## config.mk

```make
export PLATFORM = sky130hd
export DESIGN_NAME = adc_clock_pattern_decim_regs
export DESIGN_NICKNAME = d
export VERILOG_FILES = /design/src/logic/adc_back_end_pkg.sv /design/src/logic/decim_if.sv /design/src/logic/decim_chain_a_decode.sv /design/src/logic/frac_delay_line.sv /design/src/logic/adc_clock_pattern_decim_regs.sv
export SDC_FILE = /design/constraint.sdc
export NUM_CORES = 1
export LEC_CHECK = 0
export BUFFER_PORTS_ARGS = -buffer_cell sky130_fd_sc_hd__buf_2
export CAP_MARGIN = 20
export CORE_UTILIZATION = 45
export CTS_BUF_LIST = sky130_fd_sc_hd__clkbuf_4 sky130_fd_sc_hd__clkbuf_8
export DETAILED_ROUTE_END_ITERATION = 7
export GPL_TIMING_DRIVEN = 0
export PLACE_DENSITY_LB_ADDON = 0.1
export SLEW_MARGIN = 20
export SYNTH_ARGS = -nofsm -noshare
export SYNTH_HDL_FRONTEND = slang
export SYNTH_SLANG_ARGS = --single-unit
```

## constraint.sdc

```tcl
create_clock -name pclk -period 6.1 [get_ports pclk]
set_input_delay 1.22 -clock pclk [delete_from_list [all_inputs] [get_ports pclk]]
set_output_delay 1.22 -clock pclk [all_outputs]
set_load 0.005 [all_outputs]
```

## src/logic/adc_back_end_pkg.sv

```systemverilog
// constants, register indices and helper functions for the converter back-end register bank
package adc_back_end_pkg;
  localparam int ADDR_W = 12;
  localparam int DATA_W = 32;
  localparam int REG_W = 8;
  localparam int SAMPLE_W = 16;
  localparam int DECIM_W = 9;
  localparam int STAGES_W = 4;
  localparam int DELAY_W = 3;
  localparam int CYCLES_W = 4;
  localparam int FRAC_LATENCY = 59;

  // register indices; byte address is four times the index
  localparam logic [7:0] IDX_PLL_OUT = 8'h6d;
  localparam logic [7:0] IDX_PAT_A_LO = 8'h74;
  localparam logic [7:0] IDX_PAT_A_HI = 8'h75;
  localparam logic [7:0] IDX_PAT_B_LO = 8'h76;
  localparam logic [7:0] IDX_PAT_B_HI = 8'h77;
  localparam logic [7:0] IDX_POSTPROC = 8'h79;
  localparam logic [7:0] IDX_FRAC = 8'h7a;
  localparam logic [7:0] IDX_DECIM_A = 8'h7b;

  localparam logic [7:0] RESET_BYTE = 8'h00;
  localparam logic [7:0] PLL_UNUSED_MASK = 8'hc0;
  localparam int PLL_CLK_EN_BIT = 5;
  localparam int DELAY_LSB = 1;
  localparam int POSTPROC_EN_BIT = 7;
  localparam int FIRST_DECIM_BIT = 6;
  localparam int FRAC_EN_BIT = 5;

  // vco delay per code; codes 0 to 7 give 0, 1, 5, 7, 9, 11, 14 and 15 cycles
  localparam logic [7:0][3:0] VCO_DELAY_TABLE = {4'hf, 4'he, 4'hb, 4'h9, 4'h7, 4'h5, 4'h1, 4'h0};

  function automatic logic is_thermo(input logic [DECIM_W-1:0] x);
    return (x & (x + 9'h001)) == 9'h000;
  endfunction

  function automatic logic [STAGES_W-1:0] popcount(input logic [DECIM_W-1:0] x);
    logic [STAGES_W-1:0] n;
    n = 4'h0;
    for (int i = 0; i < DECIM_W; i++) begin
      n = n + {3'h0, x[i]};
    end
    return n;
  endfunction

  function automatic logic [DECIM_W-1:0] stage_mask(input logic [STAGES_W-1:0] s);
    return (9'h001 << s) - 9'h001;
  endfunction
endpackage

```

## src/logic/decim_if.sv

```systemverilog
// decimation select and decoded stage controls between the bank and its decoder
`timescale 1ns/1ps
`default_nettype none
interface decim_if;
  logic [adc_back_end_pkg::DECIM_W-1:0] select;
  logic single_mode;
  logic dual_mode;
  logic [adc_back_end_pkg::DECIM_W-1:0] stage_en;
  logic [adc_back_end_pkg::STAGES_W-1:0] stages;
  logic code_error;
  modport ctrl (output select, output single_mode, output dual_mode,
                input stage_en, input stages, input code_error);
  modport chain (input select, input single_mode, input dual_mode,
                 output stage_en, output stages, output code_error);
endinterface
`default_nettype wire

```

## src/logic/decim_chain_a_decode.sv

```systemverilog
// decoder of the thermometer-coded decimation select
`timescale 1ns/1ps
`default_nettype none
module decim_chain_a_decode (
  decim_if.chain dif
);
  logic ok_single;
  logic ok_dual;

  // single mode wins when both modes are raised; a non-thermometer code disables the chain
  always_comb begin
    ok_single = dif.single_mode && dif.select[0] && adc_back_end_pkg::is_thermo(dif.select);
    ok_dual = !dif.single_mode && dif.dual_mode && !dif.select[0]
              && adc_back_end_pkg::is_thermo(dif.select >> 1);
    dif.stage_en = (ok_single || ok_dual) ? dif.select : 9'h000;
    dif.stages = adc_back_end_pkg::popcount(dif.stage_en);
    dif.code_error = (dif.select != 9'h000) && !(ok_single || ok_dual);
  end
endmodule // decim_chain_a_decode
`default_nettype wire

```

## src/logic/frac_delay_line.sv

```systemverilog
// fixed-latency delay line used for fractional delay recovery
`timescale 1ns/1ps
`default_nettype none
module frac_delay_line (
  input wire logic pclk,
  input wire logic presetn,
  input wire logic enable,
  input wire logic in_valid,
  input wire logic [adc_back_end_pkg::SAMPLE_W-1:0] in_data,
  output logic out_valid,
  output logic [adc_back_end_pkg::SAMPLE_W-1:0] out_data
);
  logic [adc_back_end_pkg::SAMPLE_W:0] line_reg [adc_back_end_pkg::FRAC_LATENCY];
  logic [6:0] en_cnt_reg;

  // the line always shifts so toggling enable only swaps the tap, no refill stall
  always_ff @(posedge pclk or negedge presetn) begin
    if (!presetn) begin
      for (int i = 0; i < adc_back_end_pkg::FRAC_LATENCY; i++) begin
        line_reg[i] <= 17'h0_0000;
      end
    end else begin
      line_reg[0] <= {in_valid, in_data};
      for (int i = 1; i < adc_back_end_pkg::FRAC_LATENCY; i++) begin
        line_reg[i] <= line_reg[i-1];
      end
    end
  end

  // output stage: one cycle when off, 59 more when on
  always_ff @(posedge pclk or negedge presetn) begin
    if (!presetn) begin
      out_valid <= 1'b0;
      out_data <= 16'h0000;
    end else if (enable) begin
      {out_valid, out_data} <= line_reg[adc_back_end_pkg::FRAC_LATENCY-1];
    end else begin
      out_valid <= in_valid;
      out_data <= in_data;
    end
  end

  // helper: cycles enable has been steady high, saturating
  always_ff @(posedge pclk or negedge presetn) begin
    if (!presetn) begin
      en_cnt_reg <= 7'h00;
    end else if (!enable) begin
      en_cnt_reg <= 7'h00;
    end else if (en_cnt_reg != 7'h7f) begin
      en_cnt_reg <= en_cnt_reg + 7'h01;
    end
  end
endmodule // frac_delay_line
`default_nettype wire

```

## src/logic/adc_clock_pattern_decim_regs.sv

```systemverilog
// apb register bank for pll output clock, test patterns, post-processing and decimation
`timescale 1ns/1ps
`default_nettype none
// Operation
// - pll clock enable bit routes the pll clock to the core; off at reset
// - three-bit code sets output clock delay in vco cycles, 0 to 15
// - pll output register acts only with pll selected and pll enabled
// - vco delay applies only with pll source and no decimation
// - pattern a is low byte at one index, high byte at the next
// - pattern b is low byte at one index, high byte at the next
// - top bit of post-processing register enables dual-channel post-processing
// - bit 6 of the fractional register enables first decimation stage
// - fractional delay recovery enable adds 59 cycles of latency
// - fractional and decimation settings act only in single or dual mode
// - single mode: thermometer code from bit 0, up to decimate by 512
// - dual mode: thermometer code from bit 1, bit 0 clear, up to 256
// - all-zero select disables every decimation stage; reset state
// - each enabled stage halves the output data rate
// - top two bits of pll output register read as zero
module adc_clock_pattern_decim_regs (
  input wire logic pclk,
  input wire logic presetn,
  input wire logic psel,
  input wire logic penable,
  input wire logic pwrite,
  input wire logic [adc_back_end_pkg::ADDR_W-1:0] paddr,
  input wire logic [adc_back_end_pkg::DATA_W-1:0] pwdata,
  output logic [adc_back_end_pkg::DATA_W-1:0] prdata,
  output logic pready,
  output logic pslverr,
  input wire logic clk_source_is_pll,
  input wire logic pll_enable,
  input wire logic single_channel_mode,
  input wire logic dual_channel_mode,
  input wire logic sample_valid,
  input wire logic [adc_back_end_pkg::SAMPLE_W-1:0] sample_data,
  output logic pll_clk_to_core_enable,
  output logic [adc_back_end_pkg::CYCLES_W-1:0] out_clock_delay_cycles,
  output logic [adc_back_end_pkg::SAMPLE_W-1:0] pattern_a,
  output logic [adc_back_end_pkg::SAMPLE_W-1:0] pattern_b,
  output logic dual_postproc_enable,
  output logic frac_delay_recovery_active,
  output logic [adc_back_end_pkg::DECIM_W-1:0] decim_stage_enable,
  output logic [adc_back_end_pkg::STAGES_W-1:0] decim_stages,
  output logic decim_code_error,
  output logic out_valid,
  output logic [adc_back_end_pkg::SAMPLE_W-1:0] out_data
);
  logic [7:0] pll_out_reg;
  logic [7:0] pat_a_lo_reg;
  logic [7:0] pat_a_hi_reg;
  logic [7:0] pat_b_lo_reg;
  logic [7:0] pat_b_hi_reg;
  logic [7:0] postproc_reg;
  logic [7:0] frac_reg;
  logic [7:0] decim_hi_reg;
  logic [adc_back_end_pkg::DATA_W-1:0] rdata_reg;
  logic err_reg;
  logic [adc_back_end_pkg::DECIM_W-1:0] rate_cnt_reg;
  logic [7:0] index;
  logic addr_ok;
  logic setup;
  logic access;
  logic wr_en;
  logic pll_active;
  logic mode_ok;
  logic keep_valid;
  logic [adc_back_end_pkg::DECIM_W-1:0] mask;

  decim_if dif ();

  function automatic logic reg_mapped(input logic [7:0] idx);
    return idx == adc_back_end_pkg::IDX_PLL_OUT || idx == adc_back_end_pkg::IDX_PAT_A_LO
        || idx == adc_back_end_pkg::IDX_PAT_A_HI || idx == adc_back_end_pkg::IDX_PAT_B_LO
        || idx == adc_back_end_pkg::IDX_PAT_B_HI || idx == adc_back_end_pkg::IDX_POSTPROC
        || idx == adc_back_end_pkg::IDX_FRAC || idx == adc_back_end_pkg::IDX_DECIM_A;
  endfunction

  function automatic logic [7:0] read_byte(input logic [7:0] idx);
    logic [7:0] v;
    v = 8'h00;
    case (idx)
      adc_back_end_pkg::IDX_PLL_OUT: v = pll_out_reg & ~adc_back_end_pkg::PLL_UNUSED_MASK;
      adc_back_end_pkg::IDX_PAT_A_LO: v = pat_a_lo_reg;
      adc_back_end_pkg::IDX_PAT_A_HI: v = pat_a_hi_reg;
      adc_back_end_pkg::IDX_PAT_B_LO: v = pat_b_lo_reg;
      adc_back_end_pkg::IDX_PAT_B_HI: v = pat_b_hi_reg;
      adc_back_end_pkg::IDX_POSTPROC: v = postproc_reg;
      adc_back_end_pkg::IDX_FRAC: v = frac_reg;
      adc_back_end_pkg::IDX_DECIM_A: v = decim_hi_reg;
      default: v = 8'h00;
    endcase
    return v;
  endfunction

  // address decode: word aligned, index in bits 9:2, top bits must be zero
  assign index = paddr[9:2];
  assign addr_ok = (paddr[1:0] == 2'h0) && (paddr[11:10] == 2'h0) && reg_mapped(index);
  assign setup = psel && !penable;
  assign access = psel && penable;
  assign wr_en = access && pwrite && addr_ok;

  // zero wait states: the answer is ready in every access cycle
  assign pready = access;
  assign pslverr = access && err_reg;
  assign prdata = rdata_reg;

  // read data and error are captured in setup, registers cannot change before access ends
  always_ff @(posedge pclk or negedge presetn) begin
    if (!presetn) begin
      rdata_reg <= 32'h0000_0000;
      err_reg <= 1'b0;
    end else if (setup) begin
      rdata_reg <= {24'h00_0000, (addr_ok && !pwrite) ? read_byte(index) : 8'h00};
      err_reg <= !addr_ok;
    end
  end

  // configuration writes; factory bits are stored like any other bit
  always_ff @(posedge pclk or negedge presetn) begin
    if (!presetn) begin
      pll_out_reg <= adc_back_end_pkg::RESET_BYTE;
      pat_a_lo_reg <= adc_back_end_pkg::RESET_BYTE;
      pat_a_hi_reg <= adc_back_end_pkg::RESET_BYTE;
      pat_b_lo_reg <= adc_back_end_pkg::RESET_BYTE;
      pat_b_hi_reg <= adc_back_end_pkg::RESET_BYTE;
      postproc_reg <= adc_back_end_pkg::RESET_BYTE;
      frac_reg <= adc_back_end_pkg::RESET_BYTE;
      decim_hi_reg <= adc_back_end_pkg::RESET_BYTE;
    end else if (wr_en) begin
      case (index)
        adc_back_end_pkg::IDX_PLL_OUT: pll_out_reg <= pwdata[7:0] & ~adc_back_end_pkg::PLL_UNUSED_MASK;
        adc_back_end_pkg::IDX_PAT_A_LO: pat_a_lo_reg <= pwdata[7:0];
        adc_back_end_pkg::IDX_PAT_A_HI: pat_a_hi_reg <= pwdata[7:0];
        adc_back_end_pkg::IDX_PAT_B_LO: pat_b_lo_reg <= pwdata[7:0];
        adc_back_end_pkg::IDX_PAT_B_HI: pat_b_hi_reg <= pwdata[7:0];
        adc_back_end_pkg::IDX_POSTPROC: postproc_reg <= pwdata[7:0];
        adc_back_end_pkg::IDX_FRAC: frac_reg <= pwdata[7:0];
        adc_back_end_pkg::IDX_DECIM_A: decim_hi_reg <= pwdata[7:0];
        default: pll_out_reg <= pll_out_reg;
      endcase
    end
  end

  // patterns come straight from the byte registers, low byte at the lower index
  assign pattern_a = {pat_a_hi_reg, pat_a_lo_reg};
  assign pattern_b = {pat_b_hi_reg, pat_b_lo_reg};

  // decimation select spans two registers: bit 0 sits in the fractional register
  assign mode_ok = single_channel_mode || dual_channel_mode;
  assign dif.select = {decim_hi_reg, frac_reg[adc_back_end_pkg::FIRST_DECIM_BIT]};
  assign dif.single_mode = single_channel_mode;
  assign dif.dual_mode = dual_channel_mode;

  decim_chain_a_decode decoder (
    .dif(dif.chain)
  );

  // pll controls act only while the pll is both the selected source and running
  assign pll_active = clk_source_is_pll && pll_enable;

  // control outputs registered so downstream clock logic never sees decode glitches
  always_ff @(posedge pclk or negedge presetn) begin
    if (!presetn) begin
      pll_clk_to_core_enable <= 1'b0;
      out_clock_delay_cycles <= 4'h0;
      dual_postproc_enable <= 1'b0;
      frac_delay_recovery_active <= 1'b0;
      decim_stage_enable <= 9'h000;
      decim_stages <= 4'h0;
      decim_code_error <= 1'b0;
    end else begin
      pll_clk_to_core_enable <= pll_active && pll_out_reg[adc_back_end_pkg::PLL_CLK_EN_BIT];
      out_clock_delay_cycles <= (pll_active && dif.stages == 4'h0)
          ? adc_back_end_pkg::VCO_DELAY_TABLE[pll_out_reg[adc_back_end_pkg::DELAY_LSB +: adc_back_end_pkg::DELAY_W]]
          : 4'h0;
      dual_postproc_enable <= postproc_reg[adc_back_end_pkg::POSTPROC_EN_BIT];
      frac_delay_recovery_active <= mode_ok && frac_reg[adc_back_end_pkg::FRAC_EN_BIT];
      decim_stage_enable <= dif.stage_en;
      decim_stages <= dif.stages;
      decim_code_error <= dif.code_error;
    end
  end

  // rate reduction keeps one sample in 2^stages; real filtering is outside this block
  assign mask = adc_back_end_pkg::stage_mask(decim_stages);
  assign keep_valid = sample_valid && ((rate_cnt_reg & mask) == mask);

  always_ff @(posedge pclk or negedge presetn) begin
    if (!presetn) begin
      rate_cnt_reg <= 9'h000;
    end else if (decim_stages == 4'h0) begin
      rate_cnt_reg <= 9'h000;
    end else if (sample_valid) begin
      rate_cnt_reg <= rate_cnt_reg + 9'h001;
    end
  end

  frac_delay_line delay_line (
    .pclk(pclk),
    .presetn(presetn),
    .enable(frac_delay_recovery_active),
    .in_valid(keep_valid),
    .in_data(sample_data),
    .out_valid(out_valid),
    .out_data(out_data)
  );
endmodule // adc_clock_pattern_decim_regs
`default_nettype wire

```

=== Yosys cells after proc, flatten, opt, wreduce, memory -nomap -nowiden ===
Memory sizes are Yosys's and may differ from the RTL's.
Cells that the tools add are included.

* Add/sub/neg operators: 12
* Multiply operators: 0
* Divide/modulo/power cells: 0
* Magnitude comparators: 1
* Eq/ne operators: 9
* Shift operators: 1
* Mux-type cells: 9
* Bitwise gates (word level): 3
* Reduce and logical (&&, ||, !) cells: 50

{| class="wikitable"
|+ Operators with widths
! cell !! number
|-
| == test 8 x 7 -> 1 bit, second input constant || 8
|-
| case mux 8 bit (8 select lines) || 1
|-
| adder 4 x 1 -> 4 bit || 7
|-
| two-way mux 9 bit || 3
|-
| logical AND 1 bit || 19
|-
| adder 9 x 1 -> 9 bit, second input constant || 2
|-
| bitwise AND 9 bit || 2
|-
| logical NOT 9 bit || 2
|-
| two-way mux 16 bit || 1
|-
| AND reduction 2 bit || 8
|-
| adder 8 x 1 -> 9 bit, second input constant || 1
|-
| bitwise AND 8 x 9 -> 9 bit || 1
|-
| == test 9 bit || 1
|-
| logical OR 1 bit || 9
|-
| nonzero test 9 bit || 1
|-
| left shift 1 x 4 -> 9 bit, first input constant || 1
|-
| subtractor 9 x 1 -> 9 bit, second input constant || 1
|-
| logical NOT 4 bit || 2
|-
| two-way mux 4 bit || 2
|-
| two-way mux 8 bit || 1
|-
| logical NOT 1 bit || 6
|-
| logical NOT 2 bit || 2
|-
| < comparator 3 x 4 -> 1 bit, second input constant || 1
|-
| adder 1 x 1 -> 2 bit || 1
|-
| 2 further kinds || 2
|}

* Register bits after elaboration: 1121
* Bits in latches: 0
* Bits in writable memories: 0
* Bits in read-only memories: 32
* Input port bits: 70
* Output and inout port bits: 104
* Logic and storage cells: 165
* Memories kept: 1

{| class="wikitable"
|+ Memory list
! memory !! words !! width !! rd ports !! clocked after memory_dff !! wr ports !! line !! text
|-
| (no name shown) || 8 || 4 || 1 || 0 || 0 || adc_clock_pattern_decim_regs.sv:175 || <nowiki>? adc_back_end_pkg::VCO_DELAY_TABLE[pll_out_reg[adc_back_end_pkg::DELAY_LSB +: adc_back_end_pkg::DELAY_W]]</nowiki>
|}

=== Logic depth before layout (Yosys ltp) ===
Gate-level depths: netlist of the first run.

* Word-level depth: 17
* Depth in mapped cells: 18
* Gate-level depth less buffers: 17

=== Modules after synthesis ===
From an unflattened synthesis of the first run, not the netlist that was laid out.

* Cells, all modules: 1483
* Area total of the unflattened synthesis: 31057.3 um^2

{| class="wikitable"
|+ By module, submodules not included
! module !! instances !! cells an instance !! area an instance (um^2) !! seq. area each (um^2)
|-
| frac_delay_line || 1 || 1039 || 25784.7 || 25524.5
|-
| adc_clock_pattern_decim_regs || 1 || 390 || 4833.4 || 2527.4
|-
| decim_chain_a_decode || 1 || 54 || 439.2 || 0.0
|}

=== Least setup slack after synthesis of the first run ===
OpenSTA, ideal clock, no wires.

* Path type: in2reg
* Start point: input single_channel_mode
* End point: register out_clock_delay_cycles[1] (netlist bit)
* Library setup time: 0.084 ns
* Arrival time: 4.982 ns
* Required time: 6.016 ns
* Path slack: 1.034 ns
* Stages on the path: 17
* Path buffers: 1
* Path through: nor3b_1 a21oi_1 nor3b_1 buf_2 and2_1 ha_1 fa_1 inv_1 fa_1 fa_1 inv_1 ha_1 fa_1 nor2_1 nand3_1 nor3_1 a21boi_0

* Word-level cells in the longest chain between the ends: 17
* Elaborated cells between the ends (all ways): 19
* Classes of those cells: add/sub: 8; mux: 2; reduce/logical: 9

{| class="wikitable"
|+ Ends and longest elaborated chain
! element !! line !! text
|-
| from (decl) || adc_clock_pattern_decim_regs.sv:33 || <nowiki>input wire logic single_channel_mode,</nowiki>
|-
| logical NOT 1 bit || decim_chain_a_decode.sv:13 || <nowiki>ok_dual = !dif.single_mode && dif.dual_mode && !dif.select[0]</nowiki>
|-
| logical AND 1 bit (2 in a row) || decim_chain_a_decode.sv:13 ||
|-
| logical AND 1 bit || decim_chain_a_decode.sv:14 || <nowiki>&& adc_back_end_pkg::is_thermo(dif.select >> 1);</nowiki>
|-
| logical OR 1 bit * || decim_chain_a_decode.sv:15 || <nowiki>dif.stage_en = (ok_single || ok_dual) ? dif.select : 9'h000;</nowiki>
|-
| two-way mux 9 bit * || decim_chain_a_decode.sv:15 ||
|-
| via decoder.dif.stage_en[1] || decim_if.sv:14 || <nowiki>output stage_en, output stages, output code_error);</nowiki>
|-
| adder 1 x 1 -> 2 bit * || adc_back_end_pkg.sv:42 || <nowiki>n = n + {3'h0, x[i]};</nowiki>
|-
| adder 4 x 1 -> 4 bit * (7 in a row) || adc_back_end_pkg.sv:42 ||
|-
| via decoder.dif.stages[1] || decim_if.sv:14 ||
|-
| logical NOT 4 bit * || adc_clock_pattern_decim_regs.sv:174 || <nowiki>out_clock_delay_cycles <= (pll_active && dif.stages == 4'h0)</nowiki>
|-
| logical AND 1 bit * || adc_clock_pattern_decim_regs.sv:174 ||
|-
| two-way mux 4 bit * || adc_clock_pattern_decim_regs.sv:175 ||
|-
| to (signal assigned) || adc_clock_pattern_decim_regs.sv:174 ||
|-
| to (decl) || adc_clock_pattern_decim_regs.sv:38 || <nowiki>output logic [adc_back_end_pkg::CYCLES_W-1:0] out_clock_delay_cycles,</nowiki>
|}

Mark *: on every way through the listed nets, which the timed path passes. The rest lies on a longest branch.
A chain may end at the register's enable or synchronous reset.

=== Final worst setup path of the first run ===
* Start point: register decim_hi_reg[5]
* End point: register out_clock_delay_cycles[1] (netlist bit)

* Word-level cells in the longest chain between the ends: 17
* Elaborated cells between the ends (all ways): 21
* Classes of those cells: add/sub: 10; mux: 2; bitwise: 2; reduce/logical: 7

{| class="wikitable"
|+ Ends and longest elaborated chain
! element !! line !! text
|-
| from (decl) || adc_clock_pattern_decim_regs.sv:56 || <nowiki>logic [7:0] decim_hi_reg;</nowiki>
|-
| from (signal assigned) || adc_clock_pattern_decim_regs.sv:129 || <nowiki>decim_hi_reg <= adc_back_end_pkg::RESET_BYTE;</nowiki>
|-
| from (signal assigned) || adc_clock_pattern_decim_regs.sv:139 || <nowiki>adc_back_end_pkg::IDX_DECIM_A: decim_hi_reg <= pwdata[7:0];</nowiki>
|-
| adder 9 x 1 -> 9 bit / adder 8 x 1 -> 9 bit (equally long branches) || adc_back_end_pkg.sv:35 || <nowiki>return (x & (x + 9'h001)) == 9'h000;</nowiki>
|-
| bitwise AND 9 bit / bitwise AND 8 x 9 -> 9 bit (equally long branches) || adc_back_end_pkg.sv:35 ||
|-
| logical NOT 9 bit || adc_back_end_pkg.sv:35 ||
|-
| logical AND 1 bit, on equally long branches || decim_chain_a_decode.sv:12, decim_chain_a_decode.sv:14 ||
|-
| logical OR 1 bit * || decim_chain_a_decode.sv:15 ||
|-
| two-way mux 9 bit * || decim_chain_a_decode.sv:15 ||
|-
| via decoder.dif.stage_en[1] || decim_if.sv:14 ||
|-
| adder 1 x 1 -> 2 bit * || adc_back_end_pkg.sv:42 ||
|-
| adder 4 x 1 -> 4 bit * (7 in a row) || adc_back_end_pkg.sv:42 ||
|-
| via decoder.dif.stages[1] || decim_if.sv:14 ||
|-
| logical NOT 4 bit * || adc_clock_pattern_decim_regs.sv:174 ||
|-
| logical AND 1 bit * || adc_clock_pattern_decim_regs.sv:174 ||
|-
| two-way mux 4 bit * || adc_clock_pattern_decim_regs.sv:175 ||
|}

Marks and branches as above.

==> impl_summary.md, run 1 <==
Synth
The number of distinct standard cells referenced by the synthesized netlist is 62. The Yosys step of the flow raised 0 warnings. In this run, synthesis inferred 0 flip-flops with an integrated enable. Sorting the synthesized cells by area gives the leading types as sky130_fd_sc_hd__dfrtp_1 (91%), sky130_fd_sc_hd__mux2_2 (2.9%), sky130_fd_sc_hd__buf_4 (0.61%).

The post-synthesis compound-gate area fraction is 1.92%. The most used flip-flop cell after synthesis is sky130_fd_sc_hd__dfrtp_1. Dividing the synthesized area by the synthesized cell count gives 20.8 µm².

The gate count after technology mapping is 1485. The proportion of synthesized area in mux cells is 3.07%. The synthesized netlist devotes 2.38% of its cell area to simple gates.

The combinational family with the most area after synthesis is multiplexers. The async set-or-reset flop fraction in the synthesized netlist is 100%. The synthesized design spends more area on one cell type than any other, namely sky130_fd_sc_hd__dfrtp_1.

After Yosys synthesis, XOR and XNOR cells account for 0.255% of the synthesized area. The post-synthesis share of cell area spent on full adders, half adders and majority gates is 0.647%. The synthesized netlist occupies a cell area of 30900 µm².

In the synthesized netlist, the cells that appear most often are sky130_fd_sc_hd__dfrtp_1 (1121), sky130_fd_sc_hd__mux2_2 (80), sky130_fd_sc_hd__nand2_1 (26), sky130_fd_sc_hd__buf_4 (25), sky130_fd_sc_hd__nor2_1 (18). The register bit total from synthesis is 1121. In this run the biggest area consumer among cell types represents 90.7% of the synthesized area. The portion of the post-synthesis area used by sequential elements is 90.7%. The most common cell in the synthesized netlist is sky130_fd_sc_hd__dfrtp_1.

Worst setup path
The cell count of the worst reg-to-reg path is 18. In this run the worst path has a maximum fanout of 10. The startpoint type of the worst setup path is a flop. The largest delay contributor family on the critical path is adder cells.

For the worst setup path, the data required time is 6.80 ns. STA classifies the critical path endpoint as a flop. The cell with the largest stage delay on the worst path is sky130_fd_sc_hd__dfrtp_1.

The number of buffers and inverters on the critical path is 3. In this run the number of cells on the critical path is 18. The startpoint-to-endpoint class of the critical path is flop to flop.

The signal on the critical path passes through nor3_1 > and3_1 > o21bai_1 > nor3b_1 > buf_2 > and2_1 > ha_1 > fa_1 > inv_1 > fa_1 > fa_1 > inv_1 > ha_1 > fa_1 > nor2_1 > nand3_1 > nor3_1 > a21boi_0. The data arrival time of the worst path is 5.85 ns. The worst stage delay on the critical path is 0.49 ns. The most frequent cell on the critical path is sky130_fd_sc_hd__fa_1.

Clock tree
The CTS sink count is 1121. In this run the deepest clock path goes through 3 buffers. The clock tree from TritonCTS is done. In this run the clock root is driven by a sky130_fd_sc_hd__clkbuf_8.

The number of levels the H-tree was split into is 4. For this design, the CTS-stage hold fixing added 0 buffers. After clock tree synthesis, the clock-pin slew on the worst setup and hold paths is 0.06 ns. After clock tree synthesis, the repair step resized 0 gates. Clock latency on the worst-skew pair, taken at its later pin, is 0.78 ns. The post-CTS repair timing setup buffer count is 0. In this run, CTS created clock tree buffers numbering 172.

Global routing
The first-pass GRT wire length is 76.6 mm. Global routing used 14.0% of the available tracks. The number of antenna violations at the first check in global routing is 3.

The via count of the first global-routing pass is 14100. The total global routing overflow is 0. The maximum number of pins on one net before global-route repair is 157.

STA
The max-slew violation count is 0. The final clock period utilization by the worst path is 84.5%. In the final timing run, aggregate negative setup slack is 0 ns.

The upper clock frequency limit is 0.194 GHz. In this run the tightest slew margin relative to its limit is 45.9%. For the pin with the worst max-slew slack, the measured transition is 0.811 ns. The number of hold violations in the final report is 0. The worst clock skew is 0.0214 ns. Setup repair after global routing left no endpoint under its margin. The setup-violating endpoint count in the final report is 0.

Counting I/O delays and the setup requirement, the final critical path takes 5.16 ns.

Layout
The number of nets in the final layout is 1894. The flip-flop count of the largest register, all copies and words added is 1003. Cells with a size suffix above 1 make up 29.1% of the layout. The relative area change from synthesis to final layout is 18.5%. The total area of multi-input combinational cells is 2650 µm². In the final layout, flip-flops and latches occupy 28100 µm². The filler cells instantiated in the layout total 5228.

Placed design
The placer's final routability congestion estimate is 0.794. The placed wire-length estimate after detailed placement is 23.2 mm. During placement, the flow inserted port buffers numbering 121.

Floorplan
The floorplan step defined a die boundary enclosing 69800 µm². The floorplan step defined a core boundary enclosing 67600 µm². 174 I/O pins were placed. The placement row count is 95. The die is 264 µm wide. In this run the vertical extent of the chip is 264 µm. Once the floorplan was initialized, standard cells occupied 45.7% of the core.

Power and ir drop
The largest vdd supply drop is 0.176 mV. The power consumption is 14.4 mW. Summed over all cells, the static leakage comes to 17.6 nW. For this design the ratio of total power to cell area is 393 nW/µm².

Detailed routing
The total iterations of the first detailed-routing run is 4. The sum of routed wire length over all layers is 44.7 mm. After detailed routing, the number of vias per cell comes to 4.48. The first-iteration detailed-routing DRC count is 736. The count of antenna-violating nets left after detailed routing is 0.

The final route contains 12600 vias. The routed length per instance is 15.9 µm. For this run, design rule violations remaining after detail routing come to 0.

Flow run
Across the run, the number of max-cap violations was 0.

Worst hold path
The number of stages on the worst hold path is 0. The min-delay analysis places its worst path in the category flop to flop.

Run status
The run finished with clean final reports.
## power breakdown
| group | switching [mW] | total [mW] | internal, mW |
|---|---|---|---|
| combinational | 0.183 | 0.238 | 0.0550 |
| sequential | 0.0840 | 7.82 | 7.73 |
| clock | 2.73 | 6.37 | 3.64 |
## per-stage QoR
| step | hold WS [ns] | cell area [µm²] | utilization (%) | worst slack (ns) | std cells |
|---|---|---|---|---|---|
| floorplan | 0.331 | 31000 | - | 1.03 | 1508 |
| global placement | 0.334 | 32700 | 48.4 | -18.24 | 2502 |
| detailed placement | 0.335 | 33000 | 48.7 | 0.371 | 2510 |
| CTS | 0.268 | 36600 | 54.2 | 0.906 | 2813 |
| global route | 0.298 | 36700 | 54.2 | 0.569 | 2815 |
| finish | 0.330 | 36700 | 54.2 | 0.944 | 2816 |
## worst reg2reg max path, stage by stage (launching register included)
cell and delay (ns):
sky130_fd_sc_hd__dfrtp_1 0.49, sky130_fd_sc_hd__nor3_1 0.31, sky130_fd_sc_hd__and3_1 0.22, sky130_fd_sc_hd__o21bai_1 0.11
sky130_fd_sc_hd__nor3b_1 0.36, sky130_fd_sc_hd__buf_2 0.28, sky130_fd_sc_hd__and2_1 0.20, sky130_fd_sc_hd__ha_1 0.25
sky130_fd_sc_hd__fa_1 0.48, sky130_fd_sc_hd__inv_1 0.05, sky130_fd_sc_hd__fa_1 0.44, sky130_fd_sc_hd__fa_1 0.49
sky130_fd_sc_hd__inv_1 0.05, sky130_fd_sc_hd__ha_1 0.20, sky130_fd_sc_hd__fa_1 0.46, sky130_fd_sc_hd__nor2_1 0.12
sky130_fd_sc_hd__nand3_1 0.08, sky130_fd_sc_hd__nor3_1 0.30, sky130_fd_sc_hd__a21boi_0 0.21
## kinds of logic after synthesis
group | after synthesis
multiplexers | 85
other | 1
XOR/XNOR | 9
AND/OR/NAND/NOR | 117
flip-flops | 1121
adder cells (fa/ha/maj) | 13
buffers and inverters | 57
AO/OA/AOI/OAI | 82
## placed cells by master (no fill, tap or decap), drive strengths merged, types with 4 or more instances in the layout
cell type | synthesis | layout
dfrtp | 1121 | 1121
clkbuf | 6 | 276
buf | 38 | 167
mux2 | 80 | 80
nand2 | 28 | 28
conb | 1 | 24
inv | 13 | 21
nor2 | 18 | 18
a22o | 16 | 16
clkinv | 0 | 16
a21oi | 11 | 11
and2 | 11 | 11
o21ai | 11 | 11
nor3 | 10 | 10
a21o | 9 | 9
a31oi | 8 | 8
a22oi | 8 | 8
ha | 8 | 8
nor2b | 7 | 7
nand3 | 7 | 7
nand4 | 6 | 6
clkinvlp | 0 | 6
nand2b | 5 | 5
mux2i | 5 | 5
xor2 | 5 | 5
fa | 5 | 5
nor4 | 5 | 5
xnor2 | 4 | 4
nand3b | 4 | 4
## path summary, 6_finish.rpt
kind,endpoint,slack (ns),startpoint
hold reg to reg,delay_line.line_reg[502],0.33,delay_line.line_reg[519]
setup reg to reg,out_clock_delay_cycles[1],0.94,decim_hi_reg[5]
max in group asynchronous,decim_stage_enable[2],2.95,presetn
setup / recovery,out_clock_delay_cycles[1],0.94,decim_hi_reg[5]
min in group asynchronous,delay_line.line_reg[211],0.34,presetn
hold / removal,delay_line.line_reg[502],0.33,delay_line.line_reg[519]
## layer usage
metal	wire (µm)	track usage [%]
met5	0	0
met3	2270	4.52
met2	18400	17.6
met4	1350	7.12
met1	22700	21.5
## layout make-up
class / count / share of cell area, %
Antenna cell: 3 / 0.0205
Tap cell: 873 / 2.98
Clock buffer: 270 / 9.17
Inverter: 13 / 0.133
Sequential cell: 1121 / 76.5
Buffer: 44 / 0.748
Clock inverter: 33 / 0.901
Multi-Input combinational cell: 330 / 7.23
Timing Repair Buffer: 129 / 2.29
(Power assumes the default switching activity.)
==> inputs of run 2 (changes only) <==
Clock period 6.1 ns to 4.6 ns, I/O delays scaled along.
==> impl_summary.md, run 2 (synthesis results as in run 1) <==
Run status
The run finished with clean final reports.

Worst setup path
The kind of capture point of the worst setup path is a flop. STA classifies the critical path startpoint as a flop. The startpoint identified for the worst register-to-register timing path is decim_hi_reg[6]. The startpoint-to-endpoint class of the critical path is flop to flop. Along the worst path, the maximum fanout reaches 4. The setup slack of the most critical reg-to-reg path is 0.06 ns. The data arrival time of the worst path is 5.25 ns. The cell count of the worst reg-to-reg path is 18. The worst register-to-register path ends at out_clock_delay_cycles[1]. The data required time of the critical path is 5.31 ns.

Detailed routing
The first routing iteration left 648 violations. Before antenna repair, the detailed router went through 4 iterations. In the routed design, unresolved DRC markers number 0. The detailed-route via count is 12700.

The via density per instance is 4.49. The routed length per instance is 16.0 µm. The final layout contains routed wiring with a total length of 45.2 mm.

Once detail routing completed, the nets flagged for antenna violations numbered 0.

Worst hold path
The number of stages on the worst hold path is 1. The path type of the worst min-delay path is primary input to flop. In this run the most critical hold path is launched from sample_data[15]. The path with the worst hold slack has its endpoint at delay_line.line_reg[1001].

Clock tree
The clock latency on the worst-skew pair is 0.78 ns. The number of buffers created by CTS is 171. After clock tree synthesis, the clock-pin slew on the worst setup and hold paths is 0.06 ns.

The tree built by TritonCTS fans out to 1121 sinks. The clock tree root buffer cell is sky130_fd_sc_hd__clkbuf_8. The clock tree synthesis step divided the H-tree into 4 levels.

The clock tree from TritonCTS is done. The maximum number of buffers from clock root to sink is 3.

STA
The worst clock skew is 0.0344 ns. For the pin with the worst max-slew slack, the measured transition is 0.746 ns. The minimum period implied by the final worst setup slack is 4.54 ns. Static timing analysis puts the maximum clock frequency at 0.220 GHz.

Setup repair after global routing could not meet its margin everywhere. Headroom to the max-slew limit came out at 50.2%. Setup violations remaining at the end of the flow were counted as 0. Setup slack on the critical path of the routed design comes to 0.0613 ns.

The max-slew violation count is 0. The number of hold violations in the final report was 0. The final clock period utilization by the worst path is 98.7%.

Global routing
Global routing used 13.9% of the available tracks across all layers. The via count of the first global-routing pass is 14100. The number of antenna violations at the first check in global routing came to 1. The maximum number of pins on one net before global-route repair is 152. After global routing the overflow that remains totals 0. The first-pass GRT wire length is 76.6 mm.

Power and ir drop
For this design the ratio of total power to cell area is 520 nW/µm². Power comes to 19.2 mW. For this design the static power due to leakage is 17.7 nW. Across the VDD grid, the largest voltage drop is 0.241 mV.

Layout
The library cells used most frequently in the layout, excluding fill and tap cells, are sky130_fd_sc_hd__dfrtp_1 (1117), sky130_fd_sc_hd__clkbuf_8 (221), sky130_fd_sc_hd__buf_2 (131), sky130_fd_sc_hd__mux2_2 (80), sky130_fd_sc_hd__clkbuf_4 (44). The fraction of final layout cells sized beyond drive strength 1 is 30.4%. Cells fill 54.5% of the core in the end. In the final layout, the multi-input gates occupy 2760 µm². Fill cells in the final layout number 5306. The area of all sequential standard cells is 28100 µm². The library cell used most frequently in the layout, excluding fill and tap cells, is sky130_fd_sc_hd__dfrtp_1.

The register with the most flip-flops in the layout has 1003 of them. The relative area change from synthesis to final layout is 19.2%. The number of nets in the final layout is 1905.

Floorplan
The initial core utilization is 45.7%. The floorplan step set the die height to 264 µm. The die covers 69800 µm². The floorplan step defined a core boundary enclosing 67600 µm².

The count of pins on the block boundary is 174. The placement row count is 95. In this run the horizontal extent of the chip is 264 µm.

Placed design
The number of input and output port buffers inserted is 121. The placed wire-length estimate after detailed placement is 23.2 mm. The placer's final routability congestion estimate is 0.791. OpenSTA, run right after detailed placement, puts the worst setup slack at -0.529 ns.

Flow run
The number of violations of the max-capacitance limit is 0.
[run 2: area by class of cell]
class	count	share of cell area, %
Buffer	44	0.763
Tap cell	873	2.96
Sequential cell	1121	76.1
Clock buffer	265	9.14
Multi-Input combinational cell	330	7.47
Antenna cell	4	0.0271
Clock inverter	35	0.912
Inverter	13	0.132
Timing Repair Buffer	141	2.53
[run 2: timing repair]
item	4_1_cts	5_1_grt
resized for setup	9	14
hold buffers	1	0
pin swaps	4	6
hold endpoints to repair	50	0
setup endpoints to repair	4	4
setup buffers	6	5
[run 2: metal layers]
layer | global-route usage [%] | wire length, µm
met4 | 6.69 | 1170
met2 | 18.8 | 19600
met5 | 0 | 0
met3 | 4.46 | 2350
met1 | 20.6 | 22100
[run 2: how the worst max path moves through the flow]
stage                        startpoint                         to  slack (ns)  cells past startpoint
CTS                     decim_hi_reg[6]  out_clock_delay_cycles[1]       0.008                     18
finish                  decim_hi_reg[6]  out_clock_delay_cycles[1]        0.06                     18
global route            decim_hi_reg[6]  out_clock_delay_cycles[1]       -0.07                     18
global placement                presetn            pat_a_lo_reg[4]      -19.38                      1
floorplan           single_channel_mode  out_clock_delay_cycles[1]      -0.003                     17
detailed placement  single_channel_mode  out_clock_delay_cycles[1]       -0.53                     18
[run 2: per-stage QoR]
step,hold WS (ns),instances,cell area (µm²),setup TNS [ns]
floorplan,0.331,1508,31000,-0.00309
global placement,0.335,2502,32700,-
detailed placement,0.335,2510,33000,-1.95
CTS,0.159,2817,36800,0
global route,0.177,2826,36900,-0.152
finish,0.264,2826,36900,0
[run 2: where the power goes]
part           internal, mW  switching [mW]
combinational        0.0769           0.244
clock                  4.86            3.63
sequential             10.3           0.112
total                  15.2            3.98
[run 2: critical path, stage by stage, from the launching register on]
cell and delay, ns:
sky130_fd_sc_hd__dfrtp_2 0.45, sky130_fd_sc_hd__nor3_4 0.21, sky130_fd_sc_hd__and3_4 0.21, sky130_fd_sc_hd__o21bai_4 0.11, sky130_fd_sc_hd__nor3b_4 0.24, sky130_fd_sc_hd__buf_6 0.13, sky130_fd_sc_hd__and2_4 0.16, sky130_fd_sc_hd__ha_4 0.20
sky130_fd_sc_hd__fa_1 0.47, sky130_fd_sc_hd__inv_1 0.05, sky130_fd_sc_hd__fa_1 0.45, sky130_fd_sc_hd__fa_1 0.51, sky130_fd_sc_hd__inv_2 0.05, sky130_fd_sc_hd__ha_4 0.15, sky130_fd_sc_hd__fa_1 0.48, sky130_fd_sc_hd__nor2_2 0.15
sky130_fd_sc_hd__nand3_2 0.09, sky130_fd_sc_hd__nor3_4 0.18, sky130_fd_sc_hd__a21boi_2 0.19
